File: config.mk
export PLATFORM = sky130hd
export DESIGN_NAME = owr_top
export DESIGN_NICKNAME = d
export VERILOG_FILES = /design/src/design/owr_pkg.sv /design/src/design/owr_buf.sv /design/src/design/owr_top.sv
export VERILOG_INCLUDE_DIRS = /design/src /design/src/design
export SDC_FILE = /design/constraint.sdc
export NUM_CORES = 1
export LEC_CHECK = 0
export BUFFER_PORTS_ARGS = -buffer_cell sky130_fd_sc_hd__buf_2
export CAP_MARGIN = 10
export CORE_MARGIN = 2
export CORE_UTILIZATION = 45
export CTS_CLUSTER_DIAMETER = 60
export DETAILED_ROUTE_END_ITERATION = 10
export GPL_TIMING_DRIVEN = 0
export SKIP_LAST_GASP = 1
export SYNTH_ARGS = -nofsm -noshare
export SYNTH_HDL_FRONTEND = slang
export SYNTH_SLANG_ARGS = --single-unit
File: constraint.sdc
create_clock -name core_clk_in -period 3.1 [get_ports core_clk_in]
set_input_delay 0.155 -clock core_clk_in [delete_from_list [all_inputs] [get_ports core_clk_in]]
set_output_delay 0.155 -clock core_clk_in [all_outputs]
set_load 0.05 [all_outputs]
File: src/design/owr_defs.svh
`ifndef OWR_DEFS_SVH
`define OWR_DEFS_SVH

// ----------------------------------------------------------------------
// Clock and conversion helpers
// ----------------------------------------------------------------------
`define OWR_CLK_NS        40
// Least times round up, longest times round down, never below one cycle
`define OWR_MIN_CYC(ns)   (((ns) + `OWR_CLK_NS - 1) / `OWR_CLK_NS)
`define OWR_MAX_CYC(ns)   (((ns) / `OWR_CLK_NS) > 0 ? \
                           ((ns) / `OWR_CLK_NS) : 1)

// ----------------------------------------------------------------------
// Line timing in nanoseconds
// ----------------------------------------------------------------------
`define OWR_T_START_NS    2000
`define OWR_END_OF_STREAM_TIME_NS      2000
`define OWR_T_DELAY_NS    100000
`define OWR_T_ENTRY_NS    260000
`define OWR_T_WIN_NS      1000000
`define OWR_T_SHDN_NS     2500000
`define OWR_T_ACK_NS      512000
`define OWR_T_VAL_NS      4000

// ----------------------------------------------------------------------
// Timing in clock cycles
// ----------------------------------------------------------------------
`define OWR_DELAY_CYC     `OWR_MIN_CYC(`OWR_T_DELAY_NS)
`define OWR_ENTRY_CYC     `OWR_MIN_CYC(`OWR_T_ENTRY_NS)
`define OWR_WIN_CYC       `OWR_MAX_CYC(`OWR_T_WIN_NS)
`define OWR_SHDN_CYC      `OWR_MIN_CYC(`OWR_T_SHDN_NS)
`define OWR_ACK_CYC       `OWR_MAX_CYC(`OWR_T_ACK_NS)
`define OWR_VAL_CYC       `OWR_MIN_CYC(`OWR_T_VAL_NS)

// ----------------------------------------------------------------------
// Frame layout and reset values
// ----------------------------------------------------------------------
`define OWR_FRAME_BITS    16
`define OWR_ACK_REQ_BIT   7
`define OWR_SUB_HI_BIT    6
`define OWR_SUB_LO_BIT    5
`define OWR_LEVEL_MSB     4
`define OWR_LEVEL_LSB     0
`define OWR_LEVEL_RST     5'h1F
`define OWR_CNT_MAX       16'hFFFF

`endif

File: src/design/owr_pkg.sv
package owr_pkg;

  // Receiver and mode states
  typedef enum logic [2:0] {
    OWR_ST_OFF    = 3'b000,
    OWR_ST_DETECT = 3'b001,
    OWR_ST_DUTY   = 3'b010,
    OWR_ST_RX     = 3'b011,
    OWR_ST_COMMIT = 3'b100,
    OWR_ST_VAL    = 3'b101,
    OWR_ST_ACK    = 3'b110
  } owr_state_t;

  typedef logic [4:0]  owr_level_t;
  typedef logic [15:0] owr_cnt_t;

endpackage

File: src/design/owr_buf.sv
`timescale 1ns/1ps

// Two-entry buffer; head entry sits in a flop so outputs are registered
module owr_buf #(
  parameter int W = 8
) (
  // Clock and reset
  input  wire logic         clk_in,
  input  wire logic         rst_n_in,
  input  wire logic         ce_in,
  // Fill side
  input  wire logic         in_valid_in,
  input  wire logic [W-1:0] in_data_in,
  output      logic         in_ready_out,
  // Drain side
  output      logic         out_valid_out,
  output      logic [W-1:0] out_data_out,
  input  wire logic         out_ready_in
);

  logic [W-1:0] mem_q [2];
  logic [1:0]   cnt_q;
  logic [1:0]   cnt_d;
  logic [1:0]   left;
  wire          push = in_valid_in & in_ready_out;
  wire          pop  = out_valid_out & out_ready_in;

  // Full only at two entries, so a stalled drain really blocks filling
  assign in_ready_out = (cnt_q != 2'h2);
  assign left         = cnt_q - {1'b0, pop};
  assign cnt_d        = left + {1'b0, push};
  assign out_data_out = mem_q[0];

  // Occupancy and head/tail storage
  always_ff @(posedge clk_in or negedge rst_n_in) begin
    if (!rst_n_in) begin
      cnt_q         <= 2'h0;
      out_valid_out <= 1'b0;
      for (int i = 0; i < 2; i++) begin
        mem_q[i] <= '0;
      end
    end else if (ce_in) begin
      cnt_q         <= cnt_d;
      out_valid_out <= (cnt_d != 2'h0);
      if (pop && cnt_q == 2'h2) begin
        mem_q[0] <= mem_q[1];
      end
      if (push) begin
        mem_q[left[0]] <= in_data_in;
      end
    end
  end

endmodule

File: src/design/owr_top.sv
`timescale 1ns/1ps
`include "owr_defs.svh"

// Function
// - Bytes shift in MSB first.
// - Already-high line needs no start.
// - Bit spans fall to fall, decoded then.
// - One if high>=2x low, zero if low>=2x high, else error.
// - Data bit 7 requests acknowledge.
// - Ack needs request, address match, 16 bits.
// - Pull-down after validation delay, 512 us max.
// - No new frame during pull-down.
// - Mode chosen each enable, duty default.
// - Rise, wait 100 us, low over 260 us.
// - Low completes within 1 ms window.
// - Enter one-wire mode at once.
// - Mode locked until 2.5 ms low shutdown.
// - Sub-address bits zero, level in 4:0.
// - Level resets to full scale 31.
// - Address mismatch: no update, no ack.
module owr_top
  import owr_pkg::*;
#(
  // Device address; value is arbitrary
  parameter logic [7:0]  DEV_ADDR  = 8'h5A,
  parameter logic [15:0] ENTRY_CYC = 16'(`OWR_ENTRY_CYC),
  parameter logic [15:0] WIN_CYC   = 16'(`OWR_WIN_CYC),
  parameter logic [15:0] SHDN_CYC  = 16'(`OWR_SHDN_CYC),
  parameter logic [15:0] ACK_CYC   = 16'(`OWR_ACK_CYC)
) (
  // Clock, reset, enable
  input  wire logic       core_clk_in,
  input  wire logic       rst_n_in,
  input  wire logic       ce_in,
  // Control line (open-drain)
  input  wire logic       ctrl_in,
  output      logic       ctrl_out,
  output      logic       ctrl_oe_out,
  // Mode and level status
  output      logic       enabled_out,
  output      logic       one_wire_mode_out,
  output      logic       duty_mode_out,
  output      owr_level_t feedback_reference_out,
  output      logic       frame_error_out,
  // Accepted data bytes
  output      logic       cmd_valid_out,
  output      logic [7:0] cmd_data_out,
  input  wire logic       cmd_ready_in
);

  // --------------------------------------------------------------------
  // Timing constants
  // --------------------------------------------------------------------
  localparam owr_cnt_t DELAY_CYC = 16'(`OWR_DELAY_CYC);
  localparam owr_cnt_t VAL_CYC   = 16'(`OWR_VAL_CYC);
  localparam owr_cnt_t CNT_MAX   = `OWR_CNT_MAX;

  // --------------------------------------------------------------------
  // State
  // --------------------------------------------------------------------
  owr_state_t  st_q;
  logic        line_q;
  owr_cnt_t    lo_run_q;
  owr_cnt_t    tim_q;
  owr_cnt_t    lo_q;
  owr_cnt_t    hi_q;
  logic        fall_ok_q;
  logic        bit_act_q;
  logic [3:0]  nbit_q;
  logic        err_q;
  logic [15:0] sh_q;
  logic        pd_q;
  logic        en_q;
  logic        ow_q;
  logic        duty_q;
  owr_level_t  level_q;
  logic        ferr_q;

  // ratio bit decode, returns {valid, value}
  function automatic logic [1:0] owr_bit(input owr_cnt_t lo,
                                         input owr_cnt_t hi);
    if ({1'b0, hi} >= {lo, 1'b0}) begin
      owr_bit = 2'b11;
    end else if ({1'b0, lo} >= {hi, 1'b0}) begin
      owr_bit = 2'b10;
    end else begin
      owr_bit = 2'b00;
    end
  endfunction

  // --------------------------------------------------------------------
  // Decoding
  // --------------------------------------------------------------------
  // Line is synchronous to the clock, so one flop suffices for edges
  wire        fall      = line_q & ~ctrl_in;
  wire [1:0]  bit_dec   = owr_bit(lo_q, hi_q);
  wire        shdn      = (lo_run_q >= SHDN_CYC);
  wire        tim_sat   = (tim_q == CNT_MAX);
  wire        last_bit  = (nbit_q == 4'(`OWR_FRAME_BITS - 1));
  wire        entry_hit = !ctrl_in && fall_ok_q &&
                          (lo_run_q > ENTRY_CYC) && (tim_q < WIN_CYC);
  wire        frame_ok  = !err_q && (sh_q[15:8] == DEV_ADDR) &&
                          !sh_q[`OWR_SUB_HI_BIT] && !sh_q[`OWR_SUB_LO_BIT];
  wire        buf_rdy;
  wire        buf_push  = (st_q == OWR_ST_COMMIT) && frame_ok;

  // Only the low level is ever driven onto the line
  assign ctrl_out               = 1'b0;
  assign ctrl_oe_out            = pd_q;
  assign enabled_out            = en_q;
  assign one_wire_mode_out      = ow_q;
  assign duty_mode_out          = duty_q;
  assign feedback_reference_out = level_q;
  assign frame_error_out        = ferr_q;

  // --------------------------------------------------------------------
  // Line history and low-run counter
  // --------------------------------------------------------------------
  always_ff @(posedge core_clk_in or negedge rst_n_in) begin
    if (!rst_n_in) begin
      line_q   <= 1'b0;
      lo_run_q <= '0;
    end else if (ce_in) begin
      line_q   <= ctrl_in;
      lo_run_q <= ctrl_in ? '0 : (lo_run_q == CNT_MAX ? lo_run_q
                                                      : lo_run_q + 1'b1);
    end
  end

  // --------------------------------------------------------------------
  // Mode selection, bit receiver and acknowledge
  // --------------------------------------------------------------------
  always_ff @(posedge core_clk_in or negedge rst_n_in) begin
    if (!rst_n_in) begin
      st_q      <= OWR_ST_OFF;
      tim_q     <= '0;
      lo_q      <= '0;
      hi_q      <= '0;
      fall_ok_q <= 1'b0;
      bit_act_q <= 1'b0;
      nbit_q    <= 4'h0;
      err_q     <= 1'b0;
      sh_q      <= 16'h0000;
      pd_q      <= 1'b0;
      en_q      <= 1'b0;
      ow_q      <= 1'b0;
      duty_q    <= 1'b0;
      level_q   <= `OWR_LEVEL_RST;
      ferr_q    <= 1'b0;
    end else if (ce_in) begin
      tim_q <= tim_sat ? tim_q : tim_q + 1'b1;
      case (st_q)
        OWR_ST_OFF: begin
          if (ctrl_in) begin
            st_q      <= OWR_ST_DETECT;
            tim_q     <= '0;
            fall_ok_q <= 1'b0;
            en_q      <= 1'b1;
            level_q   <= `OWR_LEVEL_RST;
          end
        end
        OWR_ST_DETECT: begin
          if (fall) begin
            fall_ok_q <= (tim_q >= DELAY_CYC);
          end
          if (shdn) begin
            st_q <= OWR_ST_OFF;
            en_q <= 1'b0;
          end else if (entry_hit) begin
            st_q      <= OWR_ST_RX;
            ow_q      <= 1'b1;
            bit_act_q <= 1'b0;
            nbit_q    <= 4'h0;
            err_q     <= 1'b0;
          end else if (tim_q >= WIN_CYC) begin
            st_q   <= OWR_ST_DUTY;
            duty_q <= 1'b1;
          end
        end
        OWR_ST_DUTY: begin
          if (shdn) begin
            st_q   <= OWR_ST_OFF;
            en_q   <= 1'b0;
            duty_q <= 1'b0;
          end
        end
        OWR_ST_RX: begin
          if (shdn) begin
            st_q <= OWR_ST_OFF;
            en_q <= 1'b0;
            ow_q <= 1'b0;
          end else if (fall) begin
            // first fall simply opens a bit
            lo_q <= '0;
            hi_q <= '0;
            if (bit_act_q) begin
              sh_q      <= {sh_q[14:0], bit_dec[0]};
              err_q     <= err_q | ~bit_dec[1];
              nbit_q    <= nbit_q + 1'b1;
              bit_act_q <= (nbit_q[2:0] != 3'h7);
              if (last_bit) begin
                st_q  <= OWR_ST_COMMIT;
                tim_q <= '0;
              end
            end else begin
              bit_act_q <= 1'b1;
            end
          end else if (bit_act_q) begin
            if (ctrl_in) begin
              hi_q <= (hi_q == CNT_MAX) ? hi_q : hi_q + 1'b1;
            end else begin
              lo_q <= (lo_q == CNT_MAX) ? lo_q : lo_q + 1'b1;
            end
            // A stuck high bit drops the partial frame to resync
            if (hi_q == CNT_MAX) begin
              bit_act_q <= 1'b0;
              nbit_q    <= 4'h0;
              err_q     <= 1'b0;
            end
          end
        end
        OWR_ST_COMMIT: begin
          if (!frame_ok) begin
            st_q   <= OWR_ST_RX;
            ferr_q <= 1'b1;
            nbit_q <= 4'h0;
            err_q  <= 1'b0;
          end else if (buf_rdy) begin
            level_q <= sh_q[`OWR_LEVEL_MSB:`OWR_LEVEL_LSB];
            ferr_q  <= 1'b0;
            nbit_q  <= 4'h0;
            err_q   <= 1'b0;
            st_q    <= sh_q[`OWR_ACK_REQ_BIT] ? OWR_ST_VAL : OWR_ST_RX;
          end
        end
        OWR_ST_VAL: begin
          // wait validation delay from last fall
          if (tim_q >= VAL_CYC - 1'b1) begin
            st_q  <= OWR_ST_ACK;
            tim_q <= '0;
            pd_q  <= 1'b1;
          end
        end
        OWR_ST_ACK: begin
          if (tim_q >= ACK_CYC - 1'b1) begin
            st_q      <= OWR_ST_RX;
            pd_q      <= 1'b0;
            bit_act_q <= 1'b0;
          end
        end
        default: begin
          st_q <= OWR_ST_OFF;
        end
      endcase
    end
  end

  // --------------------------------------------------------------------
  // Output buffer for accepted data bytes
  // --------------------------------------------------------------------
  // A full buffer holds the frame in commit, so no byte is lost
  owr_buf #(.W(8)) owr_buf_inst (
    .clk_in        (core_clk_in),
    .rst_n_in      (rst_n_in),
    .ce_in         (ce_in),
    .in_valid_in   (buf_push),
    .in_data_in    (sh_q[7:0]),
    .in_ready_out  (buf_rdy),
    .out_valid_out (cmd_valid_out),
    .out_data_out  (cmd_data_out),
    .out_ready_in  (cmd_ready_in)
  );
endmodule

==> metrics.txt, run 1 <==
# TYPE chip_impl_metric gauge
chip_impl_metric{name="overflow",unit=""} 0
chip_impl_metric{name="h-tree-depth",unit=""} 4
chip_impl_metric{name="fillCellCount",unit=""} 1407
chip_impl_metric{name="tritoncts.num_buffers",unit=""} 17
chip_impl_metric{name="pin_count",unit=""} 25
chip_impl_metric{name="antenna_violations_before_repair",unit=""} 0
chip_impl_metric{name="ir_worst_vdd",unit="V"} 0.000451
chip_impl_metric{name="power.density",unit="mW/mm^2"} 780
chip_impl_info{name="critPathSlowestCell",value="sky130_fd_sc_hd__nor4_2"} 1
chip_impl_metric{name="min_period",unit="ps"} 2860
chip_impl_metric{name="worst_reg2reg_setup_slack",unit="ps"} 240
chip_impl_metric{name="achievable-frequency",unit="GHz"} 0.349
chip_impl_info{name="timing.critical_path.from",value="lo_run_q[11]"} 1
chip_impl_metric{name="drc",unit=""} 0
chip_impl_info{name="crit_chain",value="or4_1 -> nor3_2 -> o2111ai_1 -> nor4_2 -> nand2_1 -> xnor2_1 -> nor2_1"} 1
chip_impl_metric{name="path_clk_slew",unit="ps"} 60
chip_impl_metric{name="dr.pass1.iters",unit=""} 5
chip_impl_metric{name="max-cap-violations",unit=""} 0
chip_impl_metric{name="total_nets_after_synthesis",unit=""} 816
chip_impl_metric{name="clock_insertion_delay_worst_skew",unit="ps"} 420
chip_impl_info{name="worstSetupEndpointType",value="flop"} 1
chip_impl_info{name="worst_r2r_startpoint",value="lo_run_q[11]"} 1
chip_impl_metric{name="grt_util_all_layers",unit=""} 0.207
chip_impl_metric{name="first_global_vias",unit=""} 5607
chip_impl_metric{name="least_margin_pin_slew",unit="ps"} 1200
chip_impl_metric{name="sum_of_net_half_perimeters_after_detailed_placement",unit="mm"} 11.6
chip_impl_metric{name="final_net_count",unit=""} 861
chip_impl_metric{name="wire_length_after_detailed_routing",unit="mm"} 16.1
chip_impl_metric{name="post_layout_nonfiller_instances",unit=""} 1040
chip_impl_metric{name="layout_worst_path_cycle_share",unit=""} 0.924
chip_impl_metric{name="routed_wire_length_per_instance",unit="um"} 15.5
chip_impl_metric{name="synth_enable_flop_cells",unit=""} 0
chip_impl_metric{name="die_h",unit="um"} 129
chip_impl_metric{name="final_hold_viol_count",unit=""} 0
chip_impl_metric{name="placementRows",unit=""} 45
chip_impl_metric{name="final_worst_setup_slack",unit="ps"} 235
chip_impl_metric{name="route.antenna.remaining_nets",unit=""} 0
chip_impl_metric{name="mappedNetlistArea",unit="sq mm"} 0.00704
chip_impl_metric{name="worst-endpoint-arrival",unit="ps"} 3150
chip_impl_metric{name="max_stage_delay",unit="ps"} 730
chip_impl_metric{name="finalMaxSlewViolations",unit=""} 0
chip_impl_info{name="setup.worst_path.class",value="flop to flop"} 1
chip_impl_metric{name="hold_ws",unit="ps"} 170
chip_impl_info{name="cp-start-kind",value="flop"} 1
chip_impl_metric{name="first_iter_violations",unit=""} 366
chip_impl_info{name="worst_reg2reg_path_endpoint",value="hi_q[12]"} 1
chip_impl_info{name="unrepaired_setup_endpoints_after_global_routing",value="true"} 1
chip_impl_metric{name="number_of_distinct_library_cells_after_synthesis",unit=""} 67
chip_impl_metric{name="start_util",unit=""} 0.461
chip_impl_info{name="clock_tree_from_tritoncts",value="yes"} 1
chip_impl_metric{name="synth-seq-cells",unit=""} 120
chip_impl_info{name="worst_hold_path_type",value="input port to asynchronous set/reset pin"} 1
chip_impl_metric{name="synth_cells",unit=""} 771
chip_impl_metric{name="fin_worst_skew",unit="ps"} 7.60
chip_impl_metric{name="timing.critical_path.required",unit="ps"} 3380
chip_impl_metric{name="ff2ff_path_depth",unit=""} 7
chip_impl_metric{name="cts.repair.resized",unit=""} 0
chip_impl_metric{name="dieArea",unit="sq mm"} 0.0167
chip_impl_info{name="synth_flop_cell",value="sky130_fd_sc_hd__dfrtp_1"} 1
chip_impl_metric{name="clock_sink_count",unit=""} 120
chip_impl_metric{name="placed_cells_incl_taps",unit=""} 1006
chip_impl_metric{name="port_buffers",unit=""} 23
chip_impl_metric{name="final_number_of_setup_violating_endpoints",unit=""} 0
chip_impl_metric{name="num_antenna_cells",unit=""} 0
chip_impl_metric{name="fp.dieW",unit="um"} 129
chip_impl_metric{name="async_flop_share",unit=""} 1.00
chip_impl_metric{name="post_cts.repair.setup_buffers",unit=""} 0
chip_impl_metric{name="grt_max_degree",unit=""} 94
chip_impl_metric{name="clock_tree.buffer_depth",unit=""} 2
chip_impl_metric{name="synth_sequential_area_ratio",unit=""} 0.428
chip_impl_info{name="clock_root_buffer",value="sky130_fd_sc_hd__clkbuf_16"} 1
chip_impl_metric{name="vias",unit=""} 5692
chip_impl_metric{name="finalWeightedCongestion",unit=""} 0.871
chip_impl_metric{name="layout-drive-gt1-share",unit=""} 0.140
chip_impl_metric{name="syn_avg_cell_area",unit="sq um"} 9.13
chip_impl_metric{name="slew-limit-headroom",unit=""} 0.196
chip_impl_metric{name="pre_cts_ws",unit="ps"} 274
chip_impl_metric{name="via_per_inst",unit=""} 5.47
chip_impl_metric{name="coreArea",unit="sq mm"} 0.0153
chip_impl_metric{name="maximum_fanout_along_the_worst_path",unit=""} 7
chip_impl_metric{name="power.static_leakage",unit="uW"} 0.00361
chip_impl_info{name="outcome",value="complete, no violations"} 1
chip_impl_metric{name="yosys_warnings",unit=""} 0
chip_impl_metric{name="area_growth_syn_to_layout",unit="%"} 14.4
chip_impl_metric{name="grt_first_pass_wirelength",unit="mm"} 27.4
==> cell usage after synthesis (all sizes together), types with 8 or more instances <==
library cell  number  area share
a21oi             46       0.033
a31oi              8      0.0071
and3              12       0.011
buf               17       0.016
clkbuf            18      0.0096
dfrtp            115        0.41
ha                40       0.071
inv               45       0.024
mux2              23       0.037
nand2             61       0.033
nand3             36       0.026
nand4             19       0.017
nor2             101       0.055
nor3              24       0.018
nor4              14       0.015
o21ai             28       0.020
o31ai              8      0.0085
xnor2             37       0.046
xor2              17       0.021
==> critical path: cells and delay by family, from the launching register on <==
| kind | cells | cell delay, ps |
|---|---|---|
| AOI/OAI and AO/OA | 1 | 380 |
| xor gates and xnor gates | 1 | 190 |
| DFF | 1 | 430 |
| and+or+nand+nor | 5 | 1730 |
==> placed cells by master, fill, tap and decap left out, types with 23 or more instances in the layout <==
cell type	count
sky130_fd_sc_hd__nor3_1	23
sky130_fd_sc_hd__ha_1	40
sky130_fd_sc_hd__o21ai_0	27
sky130_fd_sc_hd__nand3_1	36
sky130_fd_sc_hd__nor2_1	97
sky130_fd_sc_hd__mux2_2	23
sky130_fd_sc_hd__buf_2	27
sky130_fd_sc_hd__inv_1	45
sky130_fd_sc_hd__a21oi_1	46
sky130_fd_sc_hd__dfrtp_1	115
sky130_fd_sc_hd__xnor2_1	37
sky130_fd_sc_hd__nand2_1	61
==> registers in the layout (all words and copies together) (netlist names), 2 cells and up, named ones only <==
name and cells:
tim_q 16, owr_buf_inst.out_data_out 8, nbit_q 4, feedback_reference_out 5, hi_q 16, lo_run_q 16
lo_q 16, owr_buf_inst.cnt_q 2, sh_q 16, st_q 3
==> worst max path at each step <==
stage                           to  cells past startpoint
after floorplan           lo_q[15]                      8
after global routing       hi_q[9]                      7
after detailed placement   hi_q[9]                      7
final                     hi_q[12]                      7
after CTS                  hi_q[9]                      7
after global placement    lo_q[15]                      8
==> stage by stage <==
stage	power [uW]	instance area [sq um]	util	setup TNS, ps
final	6280	8050	0.528	0
after global routing	6720	8050	0.528	-24.8
after CTS	6340	8040	0.527	0
after detailed placement	4350	7450	0.488	0
after global placement	4270	7420	0.486	0
after floorplan	3800	7040	-	0
==> timing repair <==
item                       4_1_cts  5_1_grt
setup endpoints to repair        0        3
hold endpoints to repair        27        0
hold buffers                     1        0
==> layout make-up <==
cell class / count / area, sq um / area share
plain buffers: 35 / 179 / 0.0222
clock buffers: 17 / 425 / 0.0528
clock inverters: 15 / 154 / 0.0191
inverters: 46 / 173 / 0.0214
multi-input cells: 570 / 3680 / 0.457
flip-flops and latches: 120 / 3010 / 0.374
well taps: 211 / 264 / 0.0328
repair buffers: 26 / 171 / 0.0213
==> per-layer routing <==
metal	up-vias	wire length [um]	GRT usage	share of wire
met5	-	0	0	0
met2	111	7470	0.328	0.46
met1	2762	7790	0.284	0.48
met4	0	199	0.0665	0.012
met3	16	669	0.0495	0.041
li1	2803	-	-	-
==> cells by family (layout without fill, tap and decap cells) <==
group	Yosys count	after routing	share of synthesized area
other	1	1	0.000533
DFF	120	120	0.428
adders and majority gates	40	40	0.0711
and+or+nand+nor	313	313	0.221
xor gates and xnor gates	54	54	0.0672
AOI/OAI and AO/OA	138	138	0.124
muxes	24	24	0.0382
buffers and inverters	81	139	0.0500
==> power by group <==
part	internal, uW	switching [uW]	total [uW]
clock network	1140	819	1950
logic	782	1350	2130
registers	1890	310	2200
Note: power is estimated with default switching activity, not from simulation.
==> run 2, diff against run 1 <==
CELL_PAD_IN_SITES_DETAIL_PLACEMENT = 2   (was not set)
CELL_PAD_IN_SITES_GLOBAL_PLACEMENT = 2   (was not set)
CORE_UTILIZATION = 40   (was 45)
PLACE_DENSITY_LB_ADDON = 0.1   (was not set)
TNS_END_PERCENT = 30   (was not set)
==> run 2 against run 1 <==
  * Global-route usage is 4.8 points higher
  * Final cell count is 1.3% higher
  * Combinational power is 9% higher
  * Clock skew is 2.3 ps higher
  * Power is 5.3% higher
  * Utilization is 5.8 points lower
  * Critical path depth is 1 higher
  * Via count is 5.2% higher
  * Routed wire length is 39% higher
  * Fmax is 5.7% lower
  * Die area is 12% higher
  * Sequential power hardly changed
  * Critical path type unchanged
  * Critical endpoint is now hi_q[9]
  * Largest cell class unchanged
  * Largest power group is now combinational cells
==> metrics.txt, run 2 (synthesis results as in run 1) <==
# TYPE chip_impl_metric gauge
chip_impl_info{name="clock_root_buffer",value="sky130_fd_sc_hd__clkbuf_16"} 1
chip_impl_metric{name="least_margin_pin_slew",unit="ps"} 1190
chip_impl_metric{name="num_antenna_cells",unit=""} 0
chip_impl_metric{name="finalCoreUtilization",unit=""} 0.470
chip_impl_info{name="crit_chain",value="clkbuf_1 -> nand3b_1 -> a21oi_1 -> o2111ai_1 -> nor4b_2 -> nand4_1 -> xnor2_1 -> nor2_1"} 1
chip_impl_info{name="worstSetupEndpointType",value="flop"} 1
chip_impl_metric{name="antenna_violations_before_repair",unit=""} 0
chip_impl_metric{name="clock_tree.buffer_depth",unit=""} 2
chip_impl_metric{name="grt_util_all_layers",unit=""} 0.255
chip_impl_metric{name="clock_sink_count",unit=""} 120
chip_impl_metric{name="grt_max_degree",unit=""} 69
chip_impl_metric{name="hold_ws",unit="ps"} 250
chip_impl_metric{name="first_iter_violations",unit=""} 225
chip_impl_metric{name="design_power_total",unit="uW"} 6620
chip_impl_metric{name="sum_of_net_half_perimeters_after_detailed_placement",unit="mm"} 15.7
chip_impl_metric{name="dr.pass1.iters",unit=""} 4
chip_impl_metric{name="met3WireLength",unit="um"} 413
chip_impl_metric{name="worst-endpoint-arrival",unit="ps"} 3330
chip_impl_metric{name="timing.critical_path.required",unit="ps"} 3390
chip_impl_info{name="highest-signal-layer",value="met4"} 1
chip_impl_metric{name="fp.dieW",unit="um"} 137
chip_impl_metric{name="route.antenna.remaining_nets",unit=""} 0
chip_impl_metric{name="fillCellCount",unit=""} 1875
chip_impl_metric{name="h-tree-depth",unit=""} 4
chip_impl_metric{name="first_global_vias",unit=""} 6752
chip_impl_metric{name="worst_reg2reg_setup_slack",unit="ps"} 60
chip_impl_metric{name="final_hold_viol_count",unit=""} 0
chip_impl_metric{name="dieArea",unit="sq mm"} 0.0187
chip_impl_metric{name="detail_route.wirelength.met1",unit="mm"} 10.1
chip_impl_info{name="mostFrequentLayoutCell",value="sky130_fd_sc_hd__dfrtp_1"} 1
chip_impl_metric{name="fin_worst_skew",unit="ps"} 9.88
chip_impl_metric{name="finalWeightedCongestion",unit=""} 0.841
chip_impl_metric{name="wire_length_after_detailed_routing",unit="mm"} 22.4
chip_impl_metric{name="via_per_inst",unit=""} 5.68
chip_impl_info{name="outcome",value="complete, no violations"} 1
chip_impl_info{name="unrepaired_setup_endpoints_after_global_routing",value="true"} 1
chip_impl_metric{name="ir_worst_vdd",unit="V"} 0.000595
chip_impl_metric{name="power.density",unit="mW/mm^2"} 817
chip_impl_metric{name="achievable-frequency",unit="GHz"} 0.329
chip_impl_metric{name="power.static_leakage",unit="uW"} 0.00363
chip_impl_info{name="mostFrequentLayoutCells",value="sky130_fd_sc_hd__dfrtp_1 (115), sky130_fd_sc_hd__nor2_1 (97), sky130_fd_sc_hd__nand2_1 (61), sky130_fd_sc_hd__a21oi_1 (46), sky130_fd_sc_hd__inv_1 (45)"} 1
chip_impl_info{name="worst_reg2reg_path_endpoint",value="hi_q[9]"} 1
chip_impl_metric{name="finalMaxSlewViolations",unit=""} 0
chip_impl_metric{name="maximum_fanout_along_the_worst_path",unit=""} 10
chip_impl_metric{name="placementRows",unit=""} 48
chip_impl_metric{name="met2_wirelength",unit="mm"} 11.5
chip_impl_metric{name="area_growth_syn_to_layout",unit="%"} 15.1
chip_impl_metric{name="max_stage_delay",unit="ps"} 710
chip_impl_metric{name="drc",unit=""} 0
chip_impl_metric{name="placed_cells_incl_taps",unit=""} 1020
chip_impl_info{name="worst_r2r_startpoint",value="st_q[2]"} 1
chip_impl_metric{name="layout-drive-gt1-share",unit=""} 0.142
chip_impl_info{name="setup.worst_path.class",value="flop to flop"} 1
chip_impl_metric{name="vias",unit=""} 5987
chip_impl_metric{name="overflow",unit=""} 0
chip_impl_metric{name="ff2ff_path_depth",unit=""} 8
chip_impl_metric{name="min_period",unit="ps"} 3040
chip_impl_info{name="cp-start-kind",value="flop"} 1
chip_impl_metric{name="layout_worst_path_cycle_share",unit=""} 0.980
chip_impl_metric{name="clock_insertion_delay_worst_skew",unit="ps"} 430
chip_impl_metric{name="post_cts.repair.setup_buffers",unit=""} 0
chip_impl_metric{name="coreArea",unit="sq mm"} 0.0172
chip_impl_info{name="critPathSlowestCell",value="sky130_fd_sc_hd__nor4b_2"} 1
chip_impl_metric{name="start_util",unit=""} 0.408
chip_impl_metric{name="die_h",unit="um"} 137
chip_impl_metric{name="final_number_of_setup_violating_endpoints",unit=""} 0
chip_impl_metric{name="final_net_count",unit=""} 861
chip_impl_metric{name="tritoncts.num_buffers",unit=""} 17
chip_impl_metric{name="pin_count",unit=""} 25
chip_impl_info{name="worst_hold_path_type",value="input port to asynchronous set/reset pin"} 1
chip_impl_info{name="clock_tree_from_tritoncts",value="yes"} 1
chip_impl_metric{name="max-cap-violations",unit=""} 0
chip_impl_metric{name="port_buffers",unit=""} 23
chip_impl_metric{name="slew-limit-headroom",unit=""} 0.184
chip_impl_metric{name="grt_first_pass_wirelength",unit="mm"} 36.7
chip_impl_metric{name="routed_wire_length_per_instance",unit="um"} 21.2
chip_impl_metric{name="path_clk_slew",unit="ps"} 70
chip_impl_metric{name="post_layout_nonfiller_instances",unit=""} 1054
[run 2: cell count changes in the layout (fill, tap and decap cells not counted), moves of 2 or more]
cell / delta
sky130_fd_sc_hd__inv_6: -5
sky130_fd_sc_hd__clkinv_8: +2
sky130_fd_sc_hd__inv_8: +3
sky130_fd_sc_hd__clkinv_4: +2
[run 2: timing repair]
| action | 4_1_cts | 5_1_grt |
|---|---|---|
| gates resized for setup | 0 | 1 |
| hold buffers | 1 | 0 |
| endpoints found under the setup margin | 0 | 13 |
| endpoints found under the hold margin | 52 | 0 |
[run 2: per-stage QoR]
step / setup TNS (ps) / setup slack, ps / cell area [sq um]
3_5_place_dp: 0 / 144 / 7470
5_1_grt: -681 / -115 / 8100
3_3_place_gp: 0 / 225 / 7430
6_report: 0 / 61.7 / 8100
2_1_floorplan: 0 / 729 / 7040
4_1_cts: 0 / 57.2 / 8090
[run 2: worst max-delay path by stage]
stage,start,endpoint,slack [ps],cells past startpoint
detailed placement,lo_run_q[8],hi_q[9],140,7
CTS,st_q[2],lo_q[15],60,9
global route,st_q[2],hi_q[9],-110,8
global placement,lo_run_q[8],lo_q[15],220,8
finish,st_q[2],hi_q[9],60,8
floorplan,lo_run_q[11],lo_q[15],730,8
[run 2: area by class of cell]
cell class / count / area [sq um] / area share
timing repair buffer: 26 / 166 / 0.0205
sequential: 120 / 3010 / 0.372
buffer: 35 / 179 / 0.0221
tap: 225 / 282 / 0.0348
inverter: 46 / 173 / 0.0213
clock buffer: 17 / 425 / 0.0525
multi-input combinational: 570 / 3680 / 0.455
clock inverter: 15 / 181 / 0.0224
[run 2: where the power goes]
part	switching [uW]	total, uW	internal, uW
Combinational	1510	2320	806
Clock	912	2070	1160
Sequential	342	2230	1890
[run 2: critical path: cells and delay by family, from the launching register on]
kind | cells | cell delay, ps
flip-flops | 1 | 440
buffers and inverters | 1 | 250
XOR/XNOR | 1 | 240
AO/OA/AOI/OAI | 2 | 700
AND/OR/NAND/NOR | 4 | 1270
[run 2: per-layer routing]
| layer | vias up | global-route usage |
|---|---|---|
| li1 | 2802 | - |
| met1 | 3105 | 0.327 |
| met2 | 57 | 0.443 |
| met3 | 23 | 0.0400 |
| met4 | 0 | 0.0747 |
| met5 | - | 0 |
